### src/design/dio_pkg.sv
// constants and state type for the digital i/o card interrupt and port logic
package dio_pkg;

    // register offsets in host i/o space
    localparam logic [2:0] DIO_OFF_PORT_A  = 3'h0;
    localparam logic [2:0] DIO_OFF_PORT_B  = 3'h1;
    localparam logic [2:0] DIO_OFF_PORT_C  = 3'h2;
    localparam logic [2:0] DIO_OFF_SRC_EN  = 3'h5;
    localparam logic [2:0] DIO_OFF_MODE    = 3'h6;
    localparam logic [2:0] DIO_OFF_PENDING = 3'h7;

    // interrupt_mode_control field positions
    localparam int DIO_MODE_LOW_LSB  = 0;
    localparam int DIO_MODE_HIGH_LSB = 2;
    localparam int DIO_MODE_EXT_LSB  = 4;
    localparam int DIO_MODE_EXT_EN   = 6;
    localparam int DIO_MODE_EXT_FLAG = 7;

    // trigger mode codes
    localparam logic [1:0] DIO_TRIG_LEVEL_LOW  = 2'h0;
    localparam logic [1:0] DIO_TRIG_LEVEL_HIGH = 2'h1;
    localparam logic [1:0] DIO_TRIG_EDGE_FALL  = 2'h2;
    localparam logic [1:0] DIO_TRIG_EDGE_RISE  = 2'h3;

    // sizes
    localparam int DIO_NUM_CHAN = 8;
    localparam int DIO_NUM_SRC  = 9;
    localparam int DIO_EXT_IDX  = 8;
    localparam int DIO_HIGH_FIRST = 4;

    // reset values
    localparam logic [7:0] DIO_LATCH_RST = 8'hff;
    localparam logic [7:0] DIO_BYTE_ZERO = 8'h00;
    localparam logic [6:0] DIO_MODE_RST  = 7'h00;

    typedef struct packed {
        logic [7:0]              latch_a;
        logic [7:0]              latch_b;
        logic [7:0]              latch_c;
        logic [7:0]              src_en;
        logic [6:0]              mode;
        logic [7:0]              chan_pending;
        logic                    external_pending_flag;
        logic [DIO_NUM_SRC-1:0]  samp;
        logic [DIO_NUM_SRC-1:0]  prev;
        logic [7:0]              rdata;
        logic                    irq;
    } dio_state_t;

    localparam dio_state_t DIO_STATE_RST = '{
        latch_a:               DIO_LATCH_RST,
        latch_b:               DIO_LATCH_RST,
        latch_c:               DIO_LATCH_RST,
        src_en:                DIO_BYTE_ZERO,
        mode:                  DIO_MODE_RST,
        chan_pending:          DIO_BYTE_ZERO,
        external_pending_flag: 1'b0,
        samp:                  9'h000,
        prev:                  9'h000,
        rdata:                 DIO_BYTE_ZERO,
        irq:                   1'b0
    };

    // offset match, used by the write decode; the read decode cases on the address directly
    function automatic logic dio_hit(input logic [2:0] addr, input logic [2:0] off);
        dio_hit = (addr == off);
    endfunction

endpackage

### src/design/dio_trig_detect.sv
// trigger condition detector for one interrupt source
`timescale 1ns/1ps
`default_nettype none
module dio_trig_detect (
    // selection
    input  wire logic [1:0] mode_in,
    // sampled level now and one cycle earlier
    input  wire logic       cur_in,
    input  wire logic       prev_in,
    // condition present this cycle
    output logic            cond_out
);
    import dio_pkg::*;

    always_comb begin
        unique case (mode_in)
            DIO_TRIG_LEVEL_LOW:  cond_out = ~cur_in;
            DIO_TRIG_LEVEL_HIGH: cond_out = cur_in;
            DIO_TRIG_EDGE_FALL:  cond_out = prev_in & ~cur_in;
            DIO_TRIG_EDGE_RISE:  cond_out = ~prev_in & cur_in;
        endcase
    end

endmodule
`default_nettype wire

### src/design/dio_irq_port.sv
// interrupt logic and port latches of the 24-channel digital i/o card
//
// Functional notes
// mode field 00 low level, 01 high level, 10 falling edge, 11 rising edge.
// external pin trigger mode comes from mode control bits 5:4 at offset 6.
// mode control bits 3:2 set the trigger of sources four to seven.
// mode control bits 1:0 set the trigger of sources zero to three.
// mode control bit 6 enables the external source when one.
// reading mode control bit 7 gives external pending status, not stored data.
// writing one to mode control bit 7 acknowledges the external source.
// reading offset 7 returns channel pending vector, bit n for source n.
// pending bit sets when enabled source meets its condition, holds until acked.
// request stays up while pending vector nonzero or a condition remains.
// write to offset 7 acknowledges source n by bit n; not readable back.
// acknowledge clears a pending bit only if its condition has gone.
// after acknowledge, request rises again if any pending bit stays set.
// host sets channel as input, enables it and picks mode before use.
// request is raised whenever external pending status reads one.
// external pending clears only on acknowledge with its condition gone.
// output channel latch one turns module off, latch zero turns it on.
// port read gives pin level where latch is one, zero where masked.
// host always writes ones to input channel bits on port writes.
// persisting active level re-raises the request right after acknowledge.
// enable register at offset 5 enables source n by bit n.
// interrupt channel stays readable as an ordinary input.
// edges from sampled level against previous sample; levels sampled first.
// reset clears enables, modes and pending bits; no request until set up.
// host request is the or of all pending channel bits and external pending.
`timescale 1ns/1ps
`default_nettype none
module dio_irq_port (
    // clock and reset
    input  wire logic        sys_clk_in,
    input  wire logic        srst_in,
    // host i/o byte access
    input  wire logic [2:0]  bus_addr_in,
    input  wire logic        bus_wr_in,
    input  wire logic        bus_rd_in,
    input  wire logic [7:0]  bus_wdata_in,
    output logic      [7:0]  bus_rdata_out,
    // connector
    input  wire logic [23:0] port_pin_in,
    input  wire logic        ext_pin_in,
    output logic      [23:0] port_latch_out,
    output logic      [23:0] port_module_on_out,
    // host interrupt request
    output logic             irq_out
);
    import dio_pkg::*;

    dio_state_t             q_r;
    dio_state_t             q_nxt;
    logic [DIO_NUM_SRC-1:0] cond;
    logic [1:0]             src_mode [DIO_NUM_SRC];
    logic [1:0]             external_trigger_mode;
    logic [1:0]             high_group_trigger_mode;
    logic [1:0]             low_group_trigger_mode;
    logic                   external_source_enable;
    logic                   external_clear_strobe;
    logic [7:0]             chan_ack;
    logic [7:0]             chan_cond;
    logic                   ext_cond;
    logic                   wr_mode;
    logic                   wr_ack;
    logic [23:0]            latch_all;

    assign external_trigger_mode   = q_r.mode[DIO_MODE_EXT_LSB +: 2];
    assign high_group_trigger_mode = q_r.mode[DIO_MODE_HIGH_LSB +: 2];
    assign low_group_trigger_mode  = q_r.mode[DIO_MODE_LOW_LSB +: 2];
    assign external_source_enable  = q_r.mode[DIO_MODE_EXT_EN];

    // one detector per source; nibbles chosen independently
    genvar gi;
    generate
        for (gi = 0; gi < DIO_NUM_SRC; gi++) begin : g_src
            if (gi == DIO_EXT_IDX) begin : g_ext
                assign src_mode[gi] = external_trigger_mode;
            end else if (gi >= DIO_HIGH_FIRST) begin : g_hi
                assign src_mode[gi] = high_group_trigger_mode;
            end else begin : g_lo
                assign src_mode[gi] = low_group_trigger_mode;
            end
            dio_trig_detect u_det (
                .mode_in  (src_mode[gi]),
                .cur_in   (q_r.samp[gi]),
                .prev_in  (q_r.prev[gi]),
                .cond_out (cond[gi])
            );
        end
    endgenerate

    assign chan_cond = cond[DIO_NUM_CHAN-1:0];
    assign ext_cond  = cond[DIO_EXT_IDX];

    assign wr_mode = bus_wr_in & dio_hit(bus_addr_in, DIO_OFF_MODE);
    assign wr_ack  = bus_wr_in & dio_hit(bus_addr_in, DIO_OFF_PENDING);
    assign chan_ack = wr_ack ? bus_wdata_in : DIO_BYTE_ZERO;
    assign external_clear_strobe = wr_mode & bus_wdata_in[DIO_MODE_EXT_FLAG];

    always_comb begin
        q_nxt = q_r;
        // one sample stage, then the previous sample for edges
        q_nxt.samp = {ext_pin_in, port_pin_in[23:16]};
        q_nxt.prev = q_r.samp;

        // latch and configuration writes
        if (bus_wr_in && dio_hit(bus_addr_in, DIO_OFF_PORT_A)) begin
            q_nxt.latch_a = bus_wdata_in;
        end
        if (bus_wr_in && dio_hit(bus_addr_in, DIO_OFF_PORT_B)) begin
            q_nxt.latch_b = bus_wdata_in;
        end
        if (bus_wr_in && dio_hit(bus_addr_in, DIO_OFF_PORT_C)) begin
            q_nxt.latch_c = bus_wdata_in;
        end
        if (bus_wr_in && dio_hit(bus_addr_in, DIO_OFF_SRC_EN)) begin
            q_nxt.src_en = bus_wdata_in;
        end
        if (wr_mode) begin
            // bit 7 is an acknowledge, never stored
            q_nxt.mode = bus_wdata_in[6:0];
        end

        // set beats clear: an ack racing a new condition keeps the bit
        q_nxt.chan_pending = (q_r.chan_pending & ~(chan_ack & ~chan_cond))
                           | (q_r.src_en & chan_cond);
        q_nxt.external_pending_flag =
            (q_r.external_pending_flag & ~(external_clear_strobe & ~ext_cond))
            | (external_source_enable & ext_cond);

        // request follows pending state, including re-raise after ack
        q_nxt.irq = (|q_nxt.chan_pending) | q_nxt.external_pending_flag;

        // read answer registered, one cycle after the strobe
        if (bus_rd_in) begin
            unique case (bus_addr_in)
                DIO_OFF_PORT_A:  q_nxt.rdata = port_pin_in[7:0] & q_r.latch_a;
                DIO_OFF_PORT_B:  q_nxt.rdata = port_pin_in[15:8] & q_r.latch_b;
                DIO_OFF_PORT_C:  q_nxt.rdata = port_pin_in[23:16] & q_r.latch_c;
                DIO_OFF_SRC_EN:  q_nxt.rdata = q_r.src_en;
                DIO_OFF_MODE:    q_nxt.rdata = {q_r.external_pending_flag, q_r.mode};
                DIO_OFF_PENDING: q_nxt.rdata = q_r.chan_pending;
                default:         q_nxt.rdata = DIO_BYTE_ZERO;
            endcase
        end
    end

    always_ff @(posedge sys_clk_in) begin
        if (srst_in) begin
            q_r <= DIO_STATE_RST;
        end else begin
            q_r <= q_nxt;
        end
    end

    assign latch_all          = {q_r.latch_c, q_r.latch_b, q_r.latch_a};
    assign port_latch_out     = latch_all;
    // sink drive is active low on the latch
    assign port_module_on_out = ~latch_all;
    assign bus_rdata_out      = q_r.rdata;
    assign irq_out            = q_r.irq;
endmodule
`default_nettype wire

### config.mk
export PLATFORM = sky130hd
export DESIGN_NAME = dio_irq_port
export DESIGN_NICKNAME = d
export VERILOG_FILES = /design/src/design/dio_pkg.sv /design/src/design/dio_trig_detect.sv /design/src/design/dio_irq_port.sv
export SDC_FILE = /design/constraint.sdc
export NUM_CORES = 1
export LEC_CHECK = 0
export BUFFER_PORTS_ARGS = -buffer_cell sky130_fd_sc_hd__buf_2
export CORE_MARGIN = 8
export CORE_UTILIZATION = 28
export DETAILED_ROUTE_END_ITERATION = 16
export PLACE_DENSITY = 0.54
export SKIP_CTS_REPAIR_TIMING = 1
export SYNTH_ARGS = -nofsm -noshare
export SYNTH_HDL_FRONTEND = slang
export SYNTH_HIERARCHICAL = 1
export SYNTH_SLANG_ARGS = --single-unit
export TNS_END_PERCENT = 50
### constraint.sdc
create_clock -name sys_clk_in -period 1.6 [get_ports sys_clk_in]
set_input_delay 0.4 -clock sys_clk_in [delete_from_list [all_inputs] [get_ports sys_clk_in]]
set_output_delay 0.4 -clock sys_clk_in [all_outputs]
set_load 0.01 [all_outputs]
==> results of run 1 <==
==> power groups by stage <==
stage                     clock network, mW  registers (mW)  logic [mW]
after floorplan                           0            2.01       0.327
after global placement                    0            2.03       0.591
after detailed placement                  0            2.03       0.592
after CTS                              1.95            1.99       0.595
after global routing                   2.04            2.00       0.651
final                                  1.90            1.99       0.595
==> registers in the layout, indices dropped and copies added, names as in the netlist <==
register and flops:
bus_rdata_out 8, external_source_enable 1, external_trigger_mode 2, high_group_trigger_mode 2, irq_out 1, low_group_trigger_mode 2, port_latch_out 24, q_nxt 9
q_r 26
==> per-layer routing <==
layer  wire (microns)  GRT usage
met1             5650      0.192
met2             5820      0.247
met3              780     0.0345
met4              508     0.0878
met5                0          0
==> cell families after synthesis <==
kind of cell           after synthesis  synth area share
multiplexers                         4            0.0122
buffers and inverters               79             0.121
AO/OA/AOI/OAI                      120             0.214
flip-flops                          75             0.406
AND/OR/NAND/NOR                    183             0.247
==> worst max path at each step <==
stage          cells past startpoint  endpoint                       start
6_report                           7   irq_out  high_group_trigger_mode[0]
5_1_grt                            7   irq_out   low_group_trigger_mode[0]
4_1_cts                            7   irq_out  high_group_trigger_mode[1]
3_5_place_dp                       7   irq_out  high_group_trigger_mode[1]
3_3_place_gp                       7   irq_out  high_group_trigger_mode[0]
2_1_floorplan                      7   irq_out  high_group_trigger_mode[1]
==> through the flow <==
stage,setup TNS (ns),total power [mW],cells
finish,-0.102,4.49,743
global route,-0.216,4.69,743
CTS,-0.197,4.53,743
detailed placement,-1.41,2.62,727
global placement,-0.928,2.62,727
floorplan,0,2.34,461
==> cell usage after synthesis (6+ instances only) <==
cell and n:
nor2_1 14, a21oi_1 37, o211ai_1 24, inv_1 24, nand2_1 89, buf_4 36, nand3b_1 6, a21boi_1 9
nand3_1 10, o21ai_0 18, nor2b_1 23, buf_2 7, a22o_1 9, nand2b_1 22, clkbuf_1 10, dfxtp_1 75
==> cells in the final DEF (no fill, tap or decap), types with 4 or more instances in the layout <==
master      n
buf_12      4
a21oi_1    37
nand3b_1    6
a21boi_1    9
o211ai_1   24
clkinv_2    4
nor2b_1    23
mux2_2      4
nand2_1    89
dfxtp_1    71
nand2b_1   21
nand3_1    10
and4b_1     4
nor2_1     14
a31oi_1     4
inv_1      24
buf_4      44
o21ai_0    17
o311ai_0    4
buf_2      96
a22o_1      9
clkbuf_16   9
==> worst max-delay path: stages (launching register included) <==
cell and delay, ns:
dfxtp_2 0.36, a21boi_1 0.14, a22o_1 0.28, nand2b_1 0.18, a22oi_1 0.18, nand3_1 0.11
nor3_2 0.18, a41oi_1 0.13
==> final cells by class <==
type	count	area (sq um)
timing repair buffer	144	891
clock buffer	11	253
tap	176	220
clock inverter	5	27.5
sequential	75	1510
fill	1440	8330
inverter	25	93.8
multi-input combinational	307	1760
==> impl_results.md, run 1 <==
- Outcome: complete, but fails checks
- Failing checks: setup timing
- Ys Warns: 6
- Post-DRT Antenna Nets: 0
- Combinational power share: 0.133
- Final Wtd Congestion: approximately 0.92
- Tot GR Track Use: 0.156
- Highest clock rate: 588 MHz
- R2R Setup Slk: -0.10 ns
- Clock tree buffer depth: 2
- Nets@finish: 602
- Hold Path Cell Cnt: 2
- Clk_lat worst skew: between 0.3 and 0.4 ns
- PortBufs: 96
- Iteration-0 DRC Markers: 236
- Worst reg2reg path depth: 7
- Fin Hold WS: 0.280 ns
- Setup WS post-layout: -0.102 ns
- Area grow syn2layout: 28.6%
- GRT Residual Overflow: 0
- Worst hold path type: primary input to flip-flop
- Synth top area cells: dfxtp_1, nand2_1, buf_4
- Post-synthesis average cell area: 8.03 sq um
- Vias per cell: 4.82
- CTS tree: yes
- DP Wirelength: 10200 microns
- Rel. slew slack: 0.747
- Routed wire length per instance: 17.2 microns
- Cell taking the most area after synthesis: dfxtp_1
- Hold Crit Start: ext_pin_in
- Startpoint Class: flip-flop
- Count of maximum capacitance violations: 0
- #FFs+latches synth: 75
- Synth Net Count: between 500 and 600
- Placed cell area: between 4000 and 5000 sq um
- Worst path arrival time: 1.90 ns
- Worst Path Required: 1.80 ns
- CTS H-Tree Depth: 3
- Post-synth EDFFs: 0
- Final Util: 0.364
- Core ar.: 13100 sq um
- Initial antenna violation count: 0
- Via count: about 3600
- Synth top area share: 0.406
- Power per cell area: 943 nW/um^2
- Final hold vios: 0
- Share of cells above drive strength 1: 0.314
- Worst R2R End: irq_out
- Sw frac: 0.259
- RR Startpoint: high_group_trigger_mode[0]
- Lkg Pwr: 2.16 nW
- CP Max Fanout: 10
- Crit Path Class: flip-flop to flip-flop
- Worst VDD drop: around 500 uV
- Clock Pin Slew Worst Setup and Hold Paths: 0.06 ns
- Diodes inserted: 0
- Initial core utilization: 0.283
- TritonCTS Buffers: 9
- Post-Synthesis Cells: 461
- Post-synthesis sequential area ratio: 0.406
- Slew of the pin with the lowest slew margin: 0.376 ns
- Ys flop type: dfxtp_1
- Distinct cell type count after synthesis: 42
- Ys async rst share: 0
- Hold Path End: q_nxt[17]
- Synthesized cell area: 3700 sq um
- DRC viols: 0
- Fin area: 4760 sq um
- Seq pwr share: 0.443
- Ports: 97
- First-pass GRT wire length: 20200 microns
- Crit. End Element: flip-flop
- Detailed Routing Iterations Pass 1: 5
- Clk sinks: 75
- Fin crit share: 1.06
- NetSw: 1.16 mW
- Total Routed Length: 12800 microns
- Final Setup Violations: 1
- Die H: ~130 microns
- Die Area: 17200 sq um
- CTS Root Cell: clkbuf_16
- Max Transition Viols Final: 0
- Clock share of power: 0.425
- Vias in the first global route: 3796
- Cell internal pwr: 3.33 mW
- Unrepaired setup endpoints after global routing: yes
- Worst slack at placement: -0.183 ns
- Clk_skew: 0.00552 ns
- Largest net degree at the start of global routing: 29
- Final Critical Period: 1.70 ns
- Core Rows: 42
- Die W: between 100 and 150 microns
Power figures use the tool's default switching activity.
==> run 2: changes to the inputs <==
Settings changed: CORE_MARGIN 8 to 4.
==> impl_results.md, run 2 (same netlist as run 1, synthesis figures left out) <==
- Busiest grt layer: met2
- Unrepaired setup endpoints after global routing: yes
- Die Area: 15100 sq um (-12%)
- Clock share of power: 0.458 (+0.033)
- Worst hold path type: primary input to flip-flop
- NetSw: 1.17 mW (+0.68%)
- Crit. End Element: flip-flop
- Most frequent cells in the layout: buf_2, nand2_1, dfxtp_1, buf_4, a21oi_1
- Overall power: 4.73 mW (+5.4%)
- Highest clock rate: 581 MHz (-1.1%)
- Initial antenna violation count: 0 (unchanged)
- Fillers: 1351 (-6.2%)
- Detailed Routing Iterations Pass 1: 5 (unchanged)
- CTS tree: yes
- Iteration-0 DRC Markers: 187 (-21%)
- Nets@finish: 600 (-0.33%)
- Slew of the pin with the lowest slew margin: 0.517 ns (+0.141 ns)
- DP Wirelength: 9030 microns (-12%)
- Worst slack at placement: -0.236 ns (-0.0533 ns)
- CP Max Fanout: 9 (-1)
- CTS Root Cell: clkbuf_16
- Setup WS post-layout: -0.120 ns (-0.0183 ns)
- Vias in the first global route: 3389 (-11%)
- Tot GR Track Use: 0.152 (-0.00374)
- Combinational power share: 0.122 (-0.011)
- Clk sinks: 75 (unchanged)
- DP Cell Count: 721 (-0.83%)
- Final Wtd Congestion: 0.861 (-6.9%)
- Die H: 123 microns (-6.1%)
- Met2 Use GR: 0.236 (-0.0109)
- Worst reg2reg path depth: 7 (unchanged)
- Clock Pin Slew Worst Setup and Hold Paths: 0.06 ns (about the same)
- GRT Residual Overflow: 0 (unchanged)
- Cell internal pwr: 3.56 mW (+7.0%)
- TritonCTS Buffers: 9 (unchanged)
- Crit Path Class: flip-flop to flip-flop
- Max FFs per register: 26 (unchanged)
- Ports: 97 (unchanged)
- Placed cell area: 4470 sq um (+0.11%)
- Biggest register: q_r
- Via count: 3485 (-2.7%)
- Clock tree buffer depth: 2 (unchanged)
- Final Setup Violations: 1 (unchanged)
- Post-DRT Antenna Nets: 0 (unchanged)
- Vias per cell: 4.73 (-1.9%)
- Final hold vios: 0 (unchanged)
- Finished Layout Cells: 737 (-0.81%)
- Hold Path Cell Cnt: 2 (unchanged)
- Count of maximum capacitance violations: 0 (unchanged)
- Area grow syn2layout: 29.5%
- DRC viols: 0 (unchanged)
- Seq pwr share: 0.420 (-0.023)
- Worst VDD drop: 601 uV (+18%)
- Initial core utilization: 0.290 (+0.00690)
- Outcome: complete, but fails checks
- Routed wire length per instance: 15.5 microns (-9.6%)
- CTS H-Tree Depth: 3 (unchanged)
- CP Cell Sequence: a21boi_1, a22o_1, nand2b_1, a222oi_1, nand4_1, nor3_2, a41oi_1
- Die W: 123 microns (-6.1%)
- Diodes inserted: 0 (unchanged)
- Commonest non-fill, non-tap cell in the layout: buf_2
- Power per cell area: 986 nW/um^2 (+4.6%)
- Fin crit share: 1.08 (+0.0115)
- Final Critical Period: 1.72 ns (+0.0183 ns)
- Share of cells above drive strength 1: 0.308 (-0.00597)
- PortBufs: 96 (unchanged)
- Largest net degree at the start of global routing: 46 (+59%)
- Clk_lat worst skew: 0.34 ns (about the same)
- Core ar.: 12800 sq um (-2.4%)
- Met3 Use GR: 0.0393 (+0.00484)
- Rel. slew slack: 0.651 (-0.0957)
- Clk_skew: 0.00570 ns (+0.000184 ns)
- Startpoint Class: flip-flop
- Fin area: 4790 sq um (+0.76%)
- Worst Path Required: 1.81 ns (about the same)
- Max Transition Viols Final: 0 (unchanged)
- Setup_tns: -0.120 ns (-0.0183 ns)
- Max incr delay on CP: 0.37 ns (about the same)
- Total Routed Length: 11400 microns (-10%)
- Global-route met1 utilization: 0.209 (+0.0169)
- Crit path max-delay cell type: dfxtp_4
- Failing checks: setup timing
- Core Rows: 41 (-2.4%)
- Worst path arrival time: 1.93 ns (+0.03 ns)
- Sw frac: 0.247 (-0.0116)
- Lkg Pwr: 2.16 nW (about the same)
- First-pass GRT wire length: 17800 microns (-12%)
==> run 2: path summary, 6_finish.rpt <==
kind                                   from   endpoint  slack, ns
setup / recovery  low_group_trigger_mode[0]    irq_out      -0.12
hold / removal                   ext_pin_in  q_nxt[17]       0.28
setup reg to reg  low_group_trigger_mode[0]    irq_out      -0.12
hold reg to reg                   q_nxt[17]    q_r[17]       0.48
==> run 2: layout make-up <==
cell class	count	area, sq um	area share
Inverter	25	93.8	0.0196
Tap cell	172	215	0.0449
Clock inverter	7	92.6	0.0193
Timing Repair Buffer	142	901	0.188
Multi-Input combinational cell	307	1760	0.366
Clock buffer	9	225	0.0470
Sequential cell	75	1510	0.315
==> run 2: power groups by stage <==
stage          sequential [mW]  combinational, mW  clock, mW
2_1_floorplan             2.01              0.327          0
3_3_place_gp              2.03              0.573          0
3_5_place_dp              2.03              0.577          0
4_1_cts                   1.99              0.580       2.22
5_1_grt                   2.00              0.635       2.30
6_report                  1.99              0.577       2.17
==> run 2: metrics by stage <==
stage | utilization | hold WS (ns)
finish | 0.375 | 0.282
global route | 0.375 | 0.296
CTS | 0.374 | 0.285
detailed placement | 0.350 | 0.474
global placement | 0.350 | 0.458
floorplan | - | 0.450
==> run 2: worst max-delay path: cells and delay by family, from the launching register on <==
family | cells | cell delay (ns)
AOI/OAI and AO/OA | 4 | 0.80
and+or+nand+nor | 3 | 0.43
DFF | 1 | 0.37
==> run 2: routing by layer <==
metal	up-vias	wire length (microns)
met5	-	0
met4	0	157
met3	14	695
met2	99	5330
met1	1634	5260
li1	1738	-
